<file path="src/logic/timetag_defines.svh">
// Offsets, field positions, reset values and timing counts for the time tag
// and interrupt block. Included by the package and the design file.
`ifndef TIMETAG_DEFINES_SVH
`define TIMETAG_DEFINES_SVH
`define ADDR_INT_MASK 5'h00
`define ADDR_CFG1 5'h01
`define ADDR_CFG2 5'h02
`define ADDR_START_RESET 5'h03
`define ADDR_TIME_TAG 5'h05
`define ADDR_INT_STATUS 5'h06
`define ADDR_CFG3 5'h07
`define ADDR_CFG4 5'h08
// Configuration 1 fields
`define CFG1_SLOW_CLK 0
`define CFG1_SVC_REQ 1
// Configuration 2 fields
`define CFG2_RES_LSB 0
`define CFG2_EXT_TAG 3
`define CFG2_SYNC_CLR_EN 4
`define CFG2_SYNC_LOAD_EN 5
`define CFG2_ROLL_EN 6
`define CFG2_AUTO_SVC_CLR 7
`define CFG2_INT_MODE_LSB 8
`define CFG2_ENHANCED 10
// Configuration 3 fields
`define CFG3_TIMEOUT_LSB 0
// Start/reset command bits
`define SR_SOFT_RESET 0
`define SR_INT_RESET 1
`define SR_TAG_RESET 2
`define SR_TAG_TEST 3
// Status layout
`define STAT_ROLLOVER 14
`define STAT_MASTER 15
// Reset values and time tag maximum
`define CFG_RESET 16'h0000
`define MASK_RESET 15'h0000
`define GAP_RESET 16'h0000
`define TAG_RESET_VAL 16'h0000
`define TAG_MAX 16'hFFFF
// Timing
`define CLK_PERIOD_NS 20
`define US_NS 1000
`define CYC_PER_US (`US_NS / `CLK_PERIOD_NS)
`endif

</file>
<file path="src/logic/timetag_pkg.sv">
// Types for the time tag and interrupt block.
// Assumes the constants header sits beside it.
`include "timetag_defines.svh"
package timetag_pkg;
   typedef enum logic [1:0] {
      INT_PULSE = 2'b00,
      INT_LEVEL_SW = 2'b01,
      INT_LEVEL_AUTO = 2'b11
   } int_mode_t;

   typedef struct packed {
      logic cs;
      logic rd;
      logic wr;
      logic [4:0] addr;
      logic [15:0] wdata;
   } host_req_t;

   typedef struct packed {
      logic nodata;
      logic withdata;
      logic [15:0] data;
   } sync_cmd_t;
endpackage : timetag_pkg

</file>
<file path="src/logic/timetag_int_core.sv">
// Time tag counter, interrupt status/mask logic and timing configuration.
// Assumes host strobes and protocol events arrive on ref_clk_in.
//Contract
//- After any reset decoders sample on the full system clock.
//- Slow clock option makes decoders sample on both edges.
//- Host read/write 16-bit time tag, tick 2 to 64 us selectable.
//- Time tag may advance on an external oscillator input instead.
//- Software command can step the time tag for self-test.
//- Each message copies the time tag into its descriptor second word.
//- Synchronize without data clears the time tag when enabled.
//- Synchronize with data loads the time tag when enabled.
//- Time tag wrap sets rollover status and requests interrupt when enabled.
//- Option clears service request bit after transmit vector word answer.
//- Interrupt output: pulse, level cleared by software, or read-cleared level.
//- A condition drives interrupt only when its mask bit is set.
//- Standard mode updates status bit only if condition and mask.
//- Enhanced mode updates status bit whenever condition occurs.
//- Controller gap lengthened in 1 us steps by software.
//- Four selectable no-response timeouts, also for terminal-to-terminal.
//- Status register shows all conditions in one read.
`timescale 1ns/100ps
`include "timetag_defines.svh"
module timetag_int_core
   import timetag_pkg::*;
(
   // Clock and reset
   input wire logic ref_clk_in,
   input wire logic sys_rst_in,
   // Host register port
   input wire host_req_t host_req_in,
   output logic [15:0] host_rdata_out,
   // Protocol events
   input wire logic [13:0] int_events_in,
   input wire sync_cmd_t sync_cmd_in,
   input wire logic msg_done_in,
   input wire logic vector_answered_in,
   input wire logic ext_tag_clk_in,
   // Outputs to protocol logic
   output logic sample_both_edges_out,
   output logic [15:0] stack_tag_word_out,
   output logic stack_tag_wr_out,
   output logic svc_req_out,
   output logic [15:0] bc_gap_us_out,
   output logic [1:0] timeout_sel_out,
   output logic int_out
);
   logic [15:0] cfg1_r, cfg2_r, cfg3_r;
   logic [14:0] mask_r, status_r, status_nxt;
   logic [15:0] tag_r;
   logic soft_rst_r;
   logic [5:0] us_cnt_r, res_cnt_r;
   logic ext_s1_r, ext_s2_r, ext_s3_r;
   logic us_tick, res_tick, tag_inc, tag_load, rollover_ev;
   logic wr_cmd, rd_status;
   logic [14:0] ev;
   int_mode_t int_mode;

   function automatic logic [5:0] res_last(input logic [2:0] sel);
      logic [5:0] us;
      us = 6'h02 << sel;
      res_last = us - 6'h01;
   endfunction : res_last

   function automatic logic hit(input host_req_t q, input logic [4:0] a);
      hit = q.cs && q.addr == a;
   endfunction : hit

   assign wr_cmd = host_req_in.wr && hit(host_req_in, `ADDR_START_RESET);
   assign rd_status = host_req_in.rd && hit(host_req_in, `ADDR_INT_STATUS);
   assign int_mode = int_mode_t'(cfg2_r[`CFG2_INT_MODE_LSB +: 2]);

   // Soft reset takes effect one cycle after the command write
   always_ff @(posedge ref_clk_in or posedge sys_rst_in) begin
      if (sys_rst_in) begin
         soft_rst_r <= 1'b0;
      end else begin
         soft_rst_r <= wr_cmd && host_req_in.wdata[`SR_SOFT_RESET];
      end
   end

   // Configuration registers
   always_ff @(posedge ref_clk_in or posedge sys_rst_in) begin
      if (sys_rst_in) begin
         cfg1_r <= `CFG_RESET;
         cfg2_r <= `CFG_RESET;
         cfg3_r <= `CFG_RESET;
         mask_r <= `MASK_RESET;
         bc_gap_us_out <= `GAP_RESET;
      end else if (soft_rst_r) begin
         cfg1_r <= `CFG_RESET;
         cfg2_r <= `CFG_RESET;
         cfg3_r <= `CFG_RESET;
         mask_r <= `MASK_RESET;
         bc_gap_us_out <= `GAP_RESET;
      end else if (host_req_in.wr && host_req_in.cs) begin
         if (host_req_in.addr == `ADDR_CFG1) begin
            cfg1_r <= host_req_in.wdata;
         end else if (host_req_in.addr == `ADDR_CFG2) begin
            cfg2_r <= host_req_in.wdata;
         end else if (host_req_in.addr == `ADDR_CFG3) begin
            cfg3_r <= host_req_in.wdata;
         end else if (host_req_in.addr == `ADDR_INT_MASK) begin
            mask_r <= host_req_in.wdata[14:0];
         end else if (host_req_in.addr == `ADDR_CFG4) begin
            bc_gap_us_out <= host_req_in.wdata;
         end
      end
   end

   always_ff @(posedge ref_clk_in or posedge sys_rst_in) begin
      if (sys_rst_in) begin
         sample_both_edges_out <= 1'b0;
         timeout_sel_out <= 2'b00;
      end else begin
         sample_both_edges_out <= cfg1_r[`CFG1_SLOW_CLK];
         timeout_sel_out <= cfg3_r[`CFG3_TIMEOUT_LSB +: 2];
      end
   end

   // External oscillator synchroniser; third stage only for edge detect
   always_ff @(posedge ref_clk_in or posedge sys_rst_in) begin
      if (sys_rst_in) begin
         ext_s1_r <= 1'b0;
         ext_s2_r <= 1'b0;
         ext_s3_r <= 1'b0;
      end else begin
         ext_s1_r <= ext_tag_clk_in;
         ext_s2_r <= ext_s1_r;
         ext_s3_r <= ext_s2_r;
      end
   end

   // Microsecond prescaler and resolution divider
   assign us_tick = us_cnt_r == 6'(`CYC_PER_US - 1);
   assign res_tick = us_tick && res_cnt_r >= res_last(cfg2_r[`CFG2_RES_LSB +: 3]);
   always_ff @(posedge ref_clk_in or posedge sys_rst_in) begin
      if (sys_rst_in) begin
         us_cnt_r <= 6'h00;
         res_cnt_r <= 6'h00;
      end else begin
         us_cnt_r <= us_tick ? 6'h00 : us_cnt_r + 6'h01;
         if (res_tick) begin
            res_cnt_r <= 6'h00;
         end else if (us_tick) begin
            res_cnt_r <= res_cnt_r + 6'h01;
         end
      end
   end

   assign tag_inc = (cfg2_r[`CFG2_EXT_TAG] ? (ext_s2_r && !ext_s3_r) : res_tick)
      || (wr_cmd && host_req_in.wdata[`SR_TAG_TEST]);
   assign tag_load = (host_req_in.wr && hit(host_req_in, `ADDR_TIME_TAG))
      || (sync_cmd_in.withdata && cfg2_r[`CFG2_SYNC_LOAD_EN])
      || (sync_cmd_in.nodata && cfg2_r[`CFG2_SYNC_CLR_EN])
      || (wr_cmd && host_req_in.wdata[`SR_TAG_RESET]);
   assign rollover_ev = cfg2_r[`CFG2_ROLL_EN] && tag_inc && !tag_load
      && tag_r == `TAG_MAX;

   // Time tag counter; host write beats sync load beats clear
   always_ff @(posedge ref_clk_in or posedge sys_rst_in) begin
      if (sys_rst_in) begin
         tag_r <= `TAG_RESET_VAL;
      end else if (host_req_in.wr && hit(host_req_in, `ADDR_TIME_TAG)) begin
         tag_r <= host_req_in.wdata;
      end else if (sync_cmd_in.withdata && cfg2_r[`CFG2_SYNC_LOAD_EN]) begin
         tag_r <= sync_cmd_in.data;
      end else if (tag_load) begin
         tag_r <= `TAG_RESET_VAL;
      end else if (tag_inc) begin
         tag_r <= tag_r + 16'h0001;
      end
   end

   // Descriptor stack time tag word
   always_ff @(posedge ref_clk_in or posedge sys_rst_in) begin
      if (sys_rst_in) begin
         stack_tag_word_out <= 16'h0000;
         stack_tag_wr_out <= 1'b0;
      end else begin
         stack_tag_wr_out <= msg_done_in;
         if (msg_done_in) begin
            stack_tag_word_out <= tag_r;
         end
      end
   end

   // Service request: host write sets or clears, answered vector clears when CFG2_AUTO_SVC_CLR is set
   always_ff @(posedge ref_clk_in or posedge sys_rst_in) begin
      if (sys_rst_in) begin
         svc_req_out <= 1'b0;
      end else if (host_req_in.wr && hit(host_req_in, `ADDR_CFG1)) begin
         svc_req_out <= host_req_in.wdata[`CFG1_SVC_REQ];
      end else if (vector_answered_in && cfg2_r[`CFG2_AUTO_SVC_CLR]) begin
         svc_req_out <= 1'b0;
      end
   end

   // Interrupt status; a new event in the clearing cycle survives
   assign ev = {rollover_ev, int_events_in};
   always_comb begin
      status_nxt = status_r;
      if ((wr_cmd && host_req_in.wdata[`SR_INT_RESET])
            || (rd_status && int_mode == INT_LEVEL_AUTO)) begin
         status_nxt = 15'h0000;
      end
      if (cfg2_r[`CFG2_ENHANCED]) begin
         status_nxt = status_nxt | ev;
      end else begin
         status_nxt = status_nxt | (ev & mask_r);
      end
   end

   always_ff @(posedge ref_clk_in or posedge sys_rst_in) begin
      if (sys_rst_in) begin
         status_r <= 15'h0000;
      end else if (soft_rst_r) begin
         status_r <= 15'h0000;
      end else begin
         status_r <= status_nxt;
      end
   end

   // Interrupt pin
   always_ff @(posedge ref_clk_in or posedge sys_rst_in) begin
      if (sys_rst_in) begin
         int_out <= 1'b0;
      end else if (int_mode == INT_PULSE) begin
         int_out <= |(ev & mask_r);
      end else begin
         int_out <= |(status_nxt & mask_r);
      end
   end

   // Read data, registered one cycle after the strobe
   always_ff @(posedge ref_clk_in or posedge sys_rst_in) begin
      if (sys_rst_in) begin
         host_rdata_out <= 16'h0000;
      end else if (host_req_in.rd && host_req_in.cs) begin
         if (host_req_in.addr == `ADDR_INT_MASK) begin
            host_rdata_out <= {1'b0, mask_r};
         end else if (host_req_in.addr == `ADDR_CFG1) begin
            host_rdata_out <= {cfg1_r[15:2], svc_req_out, cfg1_r[0]};
         end else if (host_req_in.addr == `ADDR_CFG2) begin
            host_rdata_out <= cfg2_r;
         end else if (host_req_in.addr == `ADDR_TIME_TAG) begin
            host_rdata_out <= tag_r;
         end else if (host_req_in.addr == `ADDR_INT_STATUS) begin
            host_rdata_out <= {|(status_r & mask_r), status_r};
         end else if (host_req_in.addr == `ADDR_CFG3) begin
            host_rdata_out <= cfg3_r;
         end else if (host_req_in.addr == `ADDR_CFG4) begin
            host_rdata_out <= bc_gap_us_out;
         end else begin
            host_rdata_out <= 16'h0000;
         end
      end
   end

   property p_default_fast;
      @(posedge ref_clk_in) $fell(sys_rst_in) |-> !sample_both_edges_out;
   endproperty
   a_default_fast: assert property (p_default_fast) else $error("slow mode after reset");

   property p_slow;
      @(posedge ref_clk_in) disable iff (sys_rst_in)
         cfg1_r[`CFG1_SLOW_CLK] |=> sample_both_edges_out;
   endproperty
   a_slow: assert property (p_slow) else $error("slow clock not followed");

   property p_tick;
      @(posedge ref_clk_in) disable iff (sys_rst_in)
         (res_tick && !cfg2_r[`CFG2_EXT_TAG] && !tag_load) |=> tag_r == $past(tag_r) + 16'h0001;
   endproperty
   a_tick: assert property (p_tick) else $error("tag missed tick");

   property p_step;
      @(posedge ref_clk_in) disable iff (sys_rst_in)
         (wr_cmd && host_req_in.wdata[`SR_TAG_TEST] && !tag_load)
            |=> tag_r == $past(tag_r) + 16'h0001;
   endproperty
   a_step: assert property (p_step) else $error("test step lost");

   property p_stack;
      @(posedge ref_clk_in) disable iff (sys_rst_in)
         msg_done_in |=> stack_tag_wr_out && stack_tag_word_out == $past(tag_r);
   endproperty
   a_stack: assert property (p_stack) else $error("stack tag wrong");

   property p_sync_clr;
      @(posedge ref_clk_in) disable iff (sys_rst_in)
         (sync_cmd_in.nodata && cfg2_r[`CFG2_SYNC_CLR_EN] && !host_req_in.wr
            && !sync_cmd_in.withdata) |=> tag_r == 16'h0000;
   endproperty
   a_sync_clr: assert property (p_sync_clr) else $error("sync clear missed");

   property p_roll;
      @(posedge ref_clk_in) disable iff (sys_rst_in || soft_rst_r) rollover_ev
         && (cfg2_r[`CFG2_ENHANCED] || mask_r[`STAT_ROLLOVER]) |=> status_r[`STAT_ROLLOVER];
   endproperty
   a_roll: assert property (p_roll) else $error("rollover flag missing");

   property p_svc;
      @(posedge ref_clk_in) disable iff (sys_rst_in)
         (vector_answered_in && cfg2_r[`CFG2_AUTO_SVC_CLR] && !(host_req_in.wr
            && hit(host_req_in, `ADDR_CFG1))) |=> !svc_req_out;
   endproperty
   a_svc: assert property (p_svc) else $error("service request kept");

   property p_masked;
      @(posedge ref_clk_in) disable iff (sys_rst_in)
         (int_mode != INT_PULSE && (status_nxt & mask_r) == 15'h0000) |=> !int_out;
   endproperty
   a_masked: assert property (p_masked) else $error("unmasked interrupt");

   property p_std;
      @(posedge ref_clk_in) disable iff (sys_rst_in || soft_rst_r)
         (!cfg2_r[`CFG2_ENHANCED] && !status_r[0] && !mask_r[0]) |=> !status_r[0];
   endproperty
   a_std: assert property (p_std) else $error("masked bit set");

   property p_enh;
      @(posedge ref_clk_in) disable iff (sys_rst_in || soft_rst_r)
         (cfg2_r[`CFG2_ENHANCED] && int_events_in[0]) |=> status_r[0];
   endproperty
   a_enh: assert property (p_enh) else $error("enhanced bit lost");

   property p_pulse;
      @(posedge ref_clk_in) disable iff (sys_rst_in)
         (int_mode == INT_PULSE && |(ev & mask_r)) ##1 (int_mode == INT_PULSE
            && (ev & mask_r) == 15'h0000) |=> !int_out;
   endproperty
   a_pulse: assert property (p_pulse) else $error("pulse too long");
endmodule : timetag_int_core

</file>
<file path="config.mk">
export PLATFORM = sky130hd
export DESIGN_NAME = timetag_int_core
export DESIGN_NICKNAME = d
export VERILOG_FILES = /design/src/logic/timetag_pkg.sv /design/src/logic/timetag_int_core.sv
export VERILOG_INCLUDE_DIRS = /design/src /design/src/logic
export SDC_FILE = /design/constraint.sdc
export NUM_CORES = 1
export LEC_CHECK = 0
export BUFFER_PORTS_ARGS = -buffer_cell sky130_fd_sc_hd__buf_2
export CORE_MARGIN = 2
export CORE_UTILIZATION = 55
export DETAILED_ROUTE_END_ITERATION = 12
export GPL_ROUTABILITY_DRIVEN = 1
export GPL_TIMING_DRIVEN = 0
export PLACE_DENSITY = 0.8
export RECOVER_POWER = 25
export SYNTH_ARGS = -nofsm -noshare
export SYNTH_HDL_FRONTEND = slang
export SYNTH_SLANG_ARGS = --single-unit
</file>
<file path="constraint.sdc">
create_clock -name ref_clk_in -period 8.7 [get_ports ref_clk_in]
set_input_delay 0.435 -clock ref_clk_in [delete_from_list [all_inputs] [get_ports ref_clk_in]]
set_output_delay 0.435 -clock ref_clk_in [all_outputs]
set_load 0.005 [all_outputs]
</file>
# Yosys cells after proc, flatten, opt, wreduce, memory -nomap -nowiden
# Index checks and enable logic that the tools add are counted.
# op_classes
add_sub_neg,4
n_bitwise,5
eq_ne,14
n_lt_le_gt_ge,1
n_reduce_logical,49
n_shift,1
muxes,46
# ops
op,count
16-bit 2-to-1 mux,30
15-bit 2-to-1 mux,9
15-bit bitwise AND,3
15-bit OR reduction,3
15-bit OR,2
1-bit logical AND,23
6-bit 2-to-1 mux,3
"16-bit by 1-bit adder with 16-bit output, second input constant",1
"16-bit == test, second input constant",1
2-bit nonzero test,8
"5-bit by 3-bit == test with 1-bit output, second input constant",3
"6-bit by 1-bit adder with 6-bit output, second input constant",2
"5-bit by 2-bit == test with 1-bit output, second input constant",2
"2-bit inequality test, second input constant",4
"6-bit == test, second input constant",1
6-bit greater-or-equal comparator,1
6-bit AND reduction,1
"2-bit by 3-bit left shift with 6-bit output, first input constant",1
"6-bit by 1-bit subtractor with 6-bit output, second input constant",1
"5-bit by 1-bit == test with 1-bit output, second input constant",1
"5-bit by 4-bit == test with 1-bit output, second input constant",1
5-bit zero test,1
1-bit logical OR,5
5-bit AND reduction,1
other kinds (8),12
# word_totals
register_bits,164

# Longest topological paths before layout
# depth
depth_word,15
depth_mapped,9
ltp_nobuf,7

# Worst setup path before layout
# Ideal clock, no wire load.
# synth_timing
kind,flip-flop to flip-flop
start,register cfg2_r[0]
end,register int_out
stages_incl_launch_ff,8
setup_time_ns,0.124
arrival_time_ns,1.945
slack_ns,6.631
cell_sequence,dfrtp_1 -> nor3_1 -> ha_1 -> a21oi_1 -> o21ai_1 -> a311o_1 -> and4_1 -> a211o_1
# synth_via
elab_chain_len,15
# synth_rtl
item,line_no,rtl
start: declaration,timetag_int_core.sv:47,"logic [15:0] cfg1_r, cfg2_r, cfg3_r;"
start signal: assignment,timetag_int_core.sv:85,cfg2_r <= `CFG_RESET;
start signal: assignment,timetag_int_core.sv:91,cfg2_r <= `CFG_RESET;
start signal: assignment,timetag_int_core.sv:99,cfg2_r <= host_req_in.wdata;
2-bit by 3-bit left shift with 6-bit output (*),timetag_int_core.sv:60,us = 6'h02 << sel;
6-bit by 1-bit subtractor with 6-bit output (*),timetag_int_core.sv:61,res_last = us - 6'h01;
6-bit greater-or-equal comparator (*),timetag_int_core.sv:135,assign res_tick = us_tick && res_cnt_r >= res_last(cfg2_r[`CFG2_RES_LSB +: 3]);
1-bit logical AND (*),timetag_int_core.sv:135,
1-bit 2-to-1 mux (*),timetag_int_core.sv:150,assign tag_inc = (cfg2_r[`CFG2_EXT_TAG] ? (ext_s2_r && !ext_s3_r) : res_tick)
1-bit logical OR (*),timetag_int_core.sv:150,
1-bit logical AND (*) (2 in a row),timetag_int_core.sv:156,assign rollover_ev = cfg2_r[`CFG2_ROLL_EN] && tag_inc && !tag_load
1-bit logical AND (no line) (*),-,
15-bit bitwise AND,"timetag_int_core.sv:209, timetag_int_core.sv:228",
15-bit OR,timetag_int_core.sv:209,status_nxt = status_nxt | (ev & mask_r);
15-bit 2-to-1 mux,timetag_int_core.sv:206,if (cfg2_r[`CFG2_ENHANCED]) begin
15-bit bitwise AND,timetag_int_core.sv:230,int_out <= |(status_nxt & mask_r);
15-bit OR reduction,timetag_int_core.sv:230,
1-bit 2-to-1 mux (*),timetag_int_core.sv:227,end else if (int_mode == INT_PULSE) begin
end signal: assignment,timetag_int_core.sv:228,int_out <= |(ev & mask_r);
end signal: assignment,timetag_int_core.sv:230,
end: declaration,timetag_int_core.sv:45,output logic int_out
# Mark *: on every way between the ends. The rest lies on a longest branch, timed or not.
# A chain may end at the register's enable or synchronous reset.

# Final worst setup path
# layout_timing
start,register cfg2_r[2]
end,register tag_r[10]
# layout_via
elab_chain_len,7
# layout_rtl
item,line_no,rtl
2-bit by 3-bit left shift with 6-bit output,timetag_int_core.sv:60,
6-bit by 1-bit subtractor with 6-bit output,timetag_int_core.sv:61,
6-bit greater-or-equal comparator,timetag_int_core.sv:135,
1-bit logical AND,timetag_int_core.sv:135,
1-bit 2-to-1 mux,timetag_int_core.sv:150,
1-bit logical OR,timetag_int_core.sv:150,
4-bit nonzero test (no line),-,
end signal: assignment,timetag_int_core.sv:162,tag_r <= `TAG_RESET_VAL;
end signal: assignment,timetag_int_core.sv:164,tag_r <= host_req_in.wdata;
end signal: assignment,timetag_int_core.sv:166,tag_r <= sync_cmd_in.data;
end: declaration,timetag_int_core.sv:49,logic [15:0] tag_r;
# No other way between the ends.

==> results.cfg <==
[drt]
num_vias = 7712
drt-vias-per-instance = 6.23
drt_iter0_markers = 989
antenna_left = 0
wl_mm = 25.6
drcViolationCount = 0
wl_per_cell_um = 20.6
firstDrtPassIters = 6

[cts]
cts_setup_buffers = 0
clk_pin_slew_ns = 0.06
cts_tree = built
insertion_delay_ns = 0.43
htree_levels = 4
clk_path_buf_depth = 2
cts-root-buf = clkbuf_16
cts_buffers = 17
clock-sinks = 163

[finish]
nFillCells = 1268
drive_gt1_frac = 0.178
antenna_cells = 0
areaGrowthSynthToFinish_pct = 16.9
mostFrequentLayoutCells = dfrtp_1, buf_2, nand2_1, nor2_1, o21ai_0
layout.nets = 1107
fin_area_um2 = 9810
final_common_cell = dfrtp_1
finish.utilization = 0.652

[sta]
rsz0062_at_grt = no
final-setup-viol-count = 0
slew_violations = 36
min_period_over_period = 0.309
finalHoldViolations = 0
min_period_ns = 2.68
relSlewSlack = -0.118
fmax_mhz = 373
worst_slew_pin_slew_ns = 1.67
skew_ns = 0.00512
setup_slack_ns = 6.02
setup_tns_ns = 0

[power_and_ir_drop]
power_density_nw_per_um2 = 229
leakage_nw = 4.59
peakVddDrop_mv = 0.160

[placement]
dp_worst_setup_slack_ns = 6.13
postPlaceCellArea_um2 = 9220
numPortBuffers = 112
hpwlAfterDp_mm = 18.6
place.gp.congestion = 0.955

[logic_synthesis]
yosys.area.top_type = dfrtp_1
synth-seq-cells = 163
seq_area_frac_synth = 0.486
synthTopCellsByArea = dfrtp_1, o21ai_0, nand2_1
synth_top_area_share = 0.486
synth_warnings = 0
synth_cells = 904
syn-num-nets = 974
postSynthAreaPerCell_um2 = 9.28
synth_edf_count = 0
synth_ff_type = dfrtp_1
synth_area_um2 = 8390
synth_cell_types = 68
synth-async-reset-ratio = 1.00

[setup_path]
crit_family = compound AO/OA/AOI/OAI gates
crit_path_frequent_cell = buf_2
cp.required_ns = 9.06
worstPathCellList = o21ai_0, ha_1, a21oi_1, o21ai_1, a311oi_1, buf_2, buf_2, o211ai_1, nand3_1
path_max_fanout = 10
end_kind = flip-flop
worst_setup_path_start_kind = flip-flop
arrival_ns = 3.05
cp_num_buf_inv = 2
cpMaxStageDelayCell = dfrtp_1
cp_slowest_stage_delay_ns = 0.50
worstSetupPathType = reg2reg

[die]
die_h_um = 127
ios = 115
rows = 45
dieArea_um2 = 16300
coreArea_um2 = 15000
die_width_um = 127
initial_core_util = 0.558

[global_route]
antenna_found_initial = 0
grt-ovfl-total = 0
grt_pass1_wl_mm = 40.0
grt.total_usage = 0.321
first_global_vias = 7469
grt_max_degree = 129

[worst_hold_path]
min_path_type = in2reg

[status]
status = complete, but fails checks
violations = max-capacitance violations, max-slew violations

[run]
max-cap-violations = 1
==> synthesized netlist by cell type, types with 5 or more instances <==
cell       number
ha_1            9
o21ai_0        82
nand4_1         9
xnor2_1         7
o21ai_1        10
nor2_1         88
nor3_1         16
nand2_1       106
dfrtp_1       163
clkbuf_1       36
inv_1          26
a221oi_1       21
and2_1          5
a22oi_1        15
mux2i_1        32
nand3_1        29
buf_2          18
o2bb2ai_1      13
o31ai_1        11
and3_1          5
mux2_2         16
nand2b_1       30
a21oi_1        71
o211ai_1        5
==> per-stage QoR <==
step                hold slack (ns)  power, mW  std cells
floorplan                     0.331       1.27        904
global placement              0.334       1.45       1204
detailed placement            0.337       1.47       1205
CTS                           0.103       2.24       1238
global route                  0.106       2.34       1238
finish                        0.109       2.24       1238
==> what timing repair did <==
action / in CTS / in global routing
endpoints found under the hold margin: 35 / 0
hold buffers: 1 / 0
gates resized for setup: 0 / 0
setup endpoints to repair: 0 / 0
==> layer usage <==
layer | track usage | vias up | share of wire
met4 | 0.138 | 0 | 0.034
met2 | 0.507 | 456 | 0.46
li1 | - | 3488 | -
met3 | 0.0590 | 60 | 0.091
met1 | 0.438 | 3708 | 0.41
met5 | 0 | - | 0
==> report_power, final <==
part	internal (mW)	switching (mW)	leakage, nW	total (mW)
combinational	0.192	0.224	2.23	0.416
clock	0.466	0.310	0.306	0.776
sequential	0.897	0.155	2.05	1.05
==> path summary, 6_finish.rpt <==
path,start,to,slack [ns],cells past startpoint
min in group asynchronous,sys_rst_in,host_rdata_out[9],0.96,3
min reg2reg,ext_s1_r,ext_s2_r,0.35,0
max in group asynchronous,sys_rst_in,tag_r[0],6.50,4
max,cfg2_r[2],tag_r[10],6.02,9
max reg2reg,cfg2_r[2],tag_r[10],6.02,9
min,ext_tag_clk_in,ext_s1_r,0.11,1
==> registers in the layout, indices dropped and copies added, names as in the netlist <==
register and flops:
bc_gap_us_out 16, cfg2_r 16, cfg3_r 16, host_rdata_out 16, stack_tag_word_out 16, tag_r 16
cfg1_r 15, mask_r 15, status_r 15, res_cnt_r 6, us_cnt_r 6, timeout_sel_out 2
ext_s1_r 1, ext_s2_r 1, ext_s3_r 1, int_out 1, sample_both_edges_out 1, soft_rst_r 1
stack_tag_wr_out 1, svc_req_out 1
==> cell type report <==
type	count	area [um^2]	area share
flip-flops and latches	163	4080	0.416
multi-input cells	653	3900	0.398
repair buffers	114	581	0.0592
clock buffers	19	453	0.0462
plain buffers	62	297	0.0302
well taps	188	235	0.0240
clock inverters	13	159	0.0162
inverters	26	98.8	0.0101
==> logic make-up (layout without fill, tap and decap cells) <==
family          Yosys count  in the layout  share of synthesized area
mux                      48             48                     0.0597
buf+inv                  88            234                     0.0470
xor+xnor                  9              9                    0.00940
simple gates            327            327                      0.188
flops                   163            163                      0.486
fa+ha+maj                 9              9                     0.0134
compound gates          260            260                      0.196
Note: power is estimated with default switching activity, not from simulation.
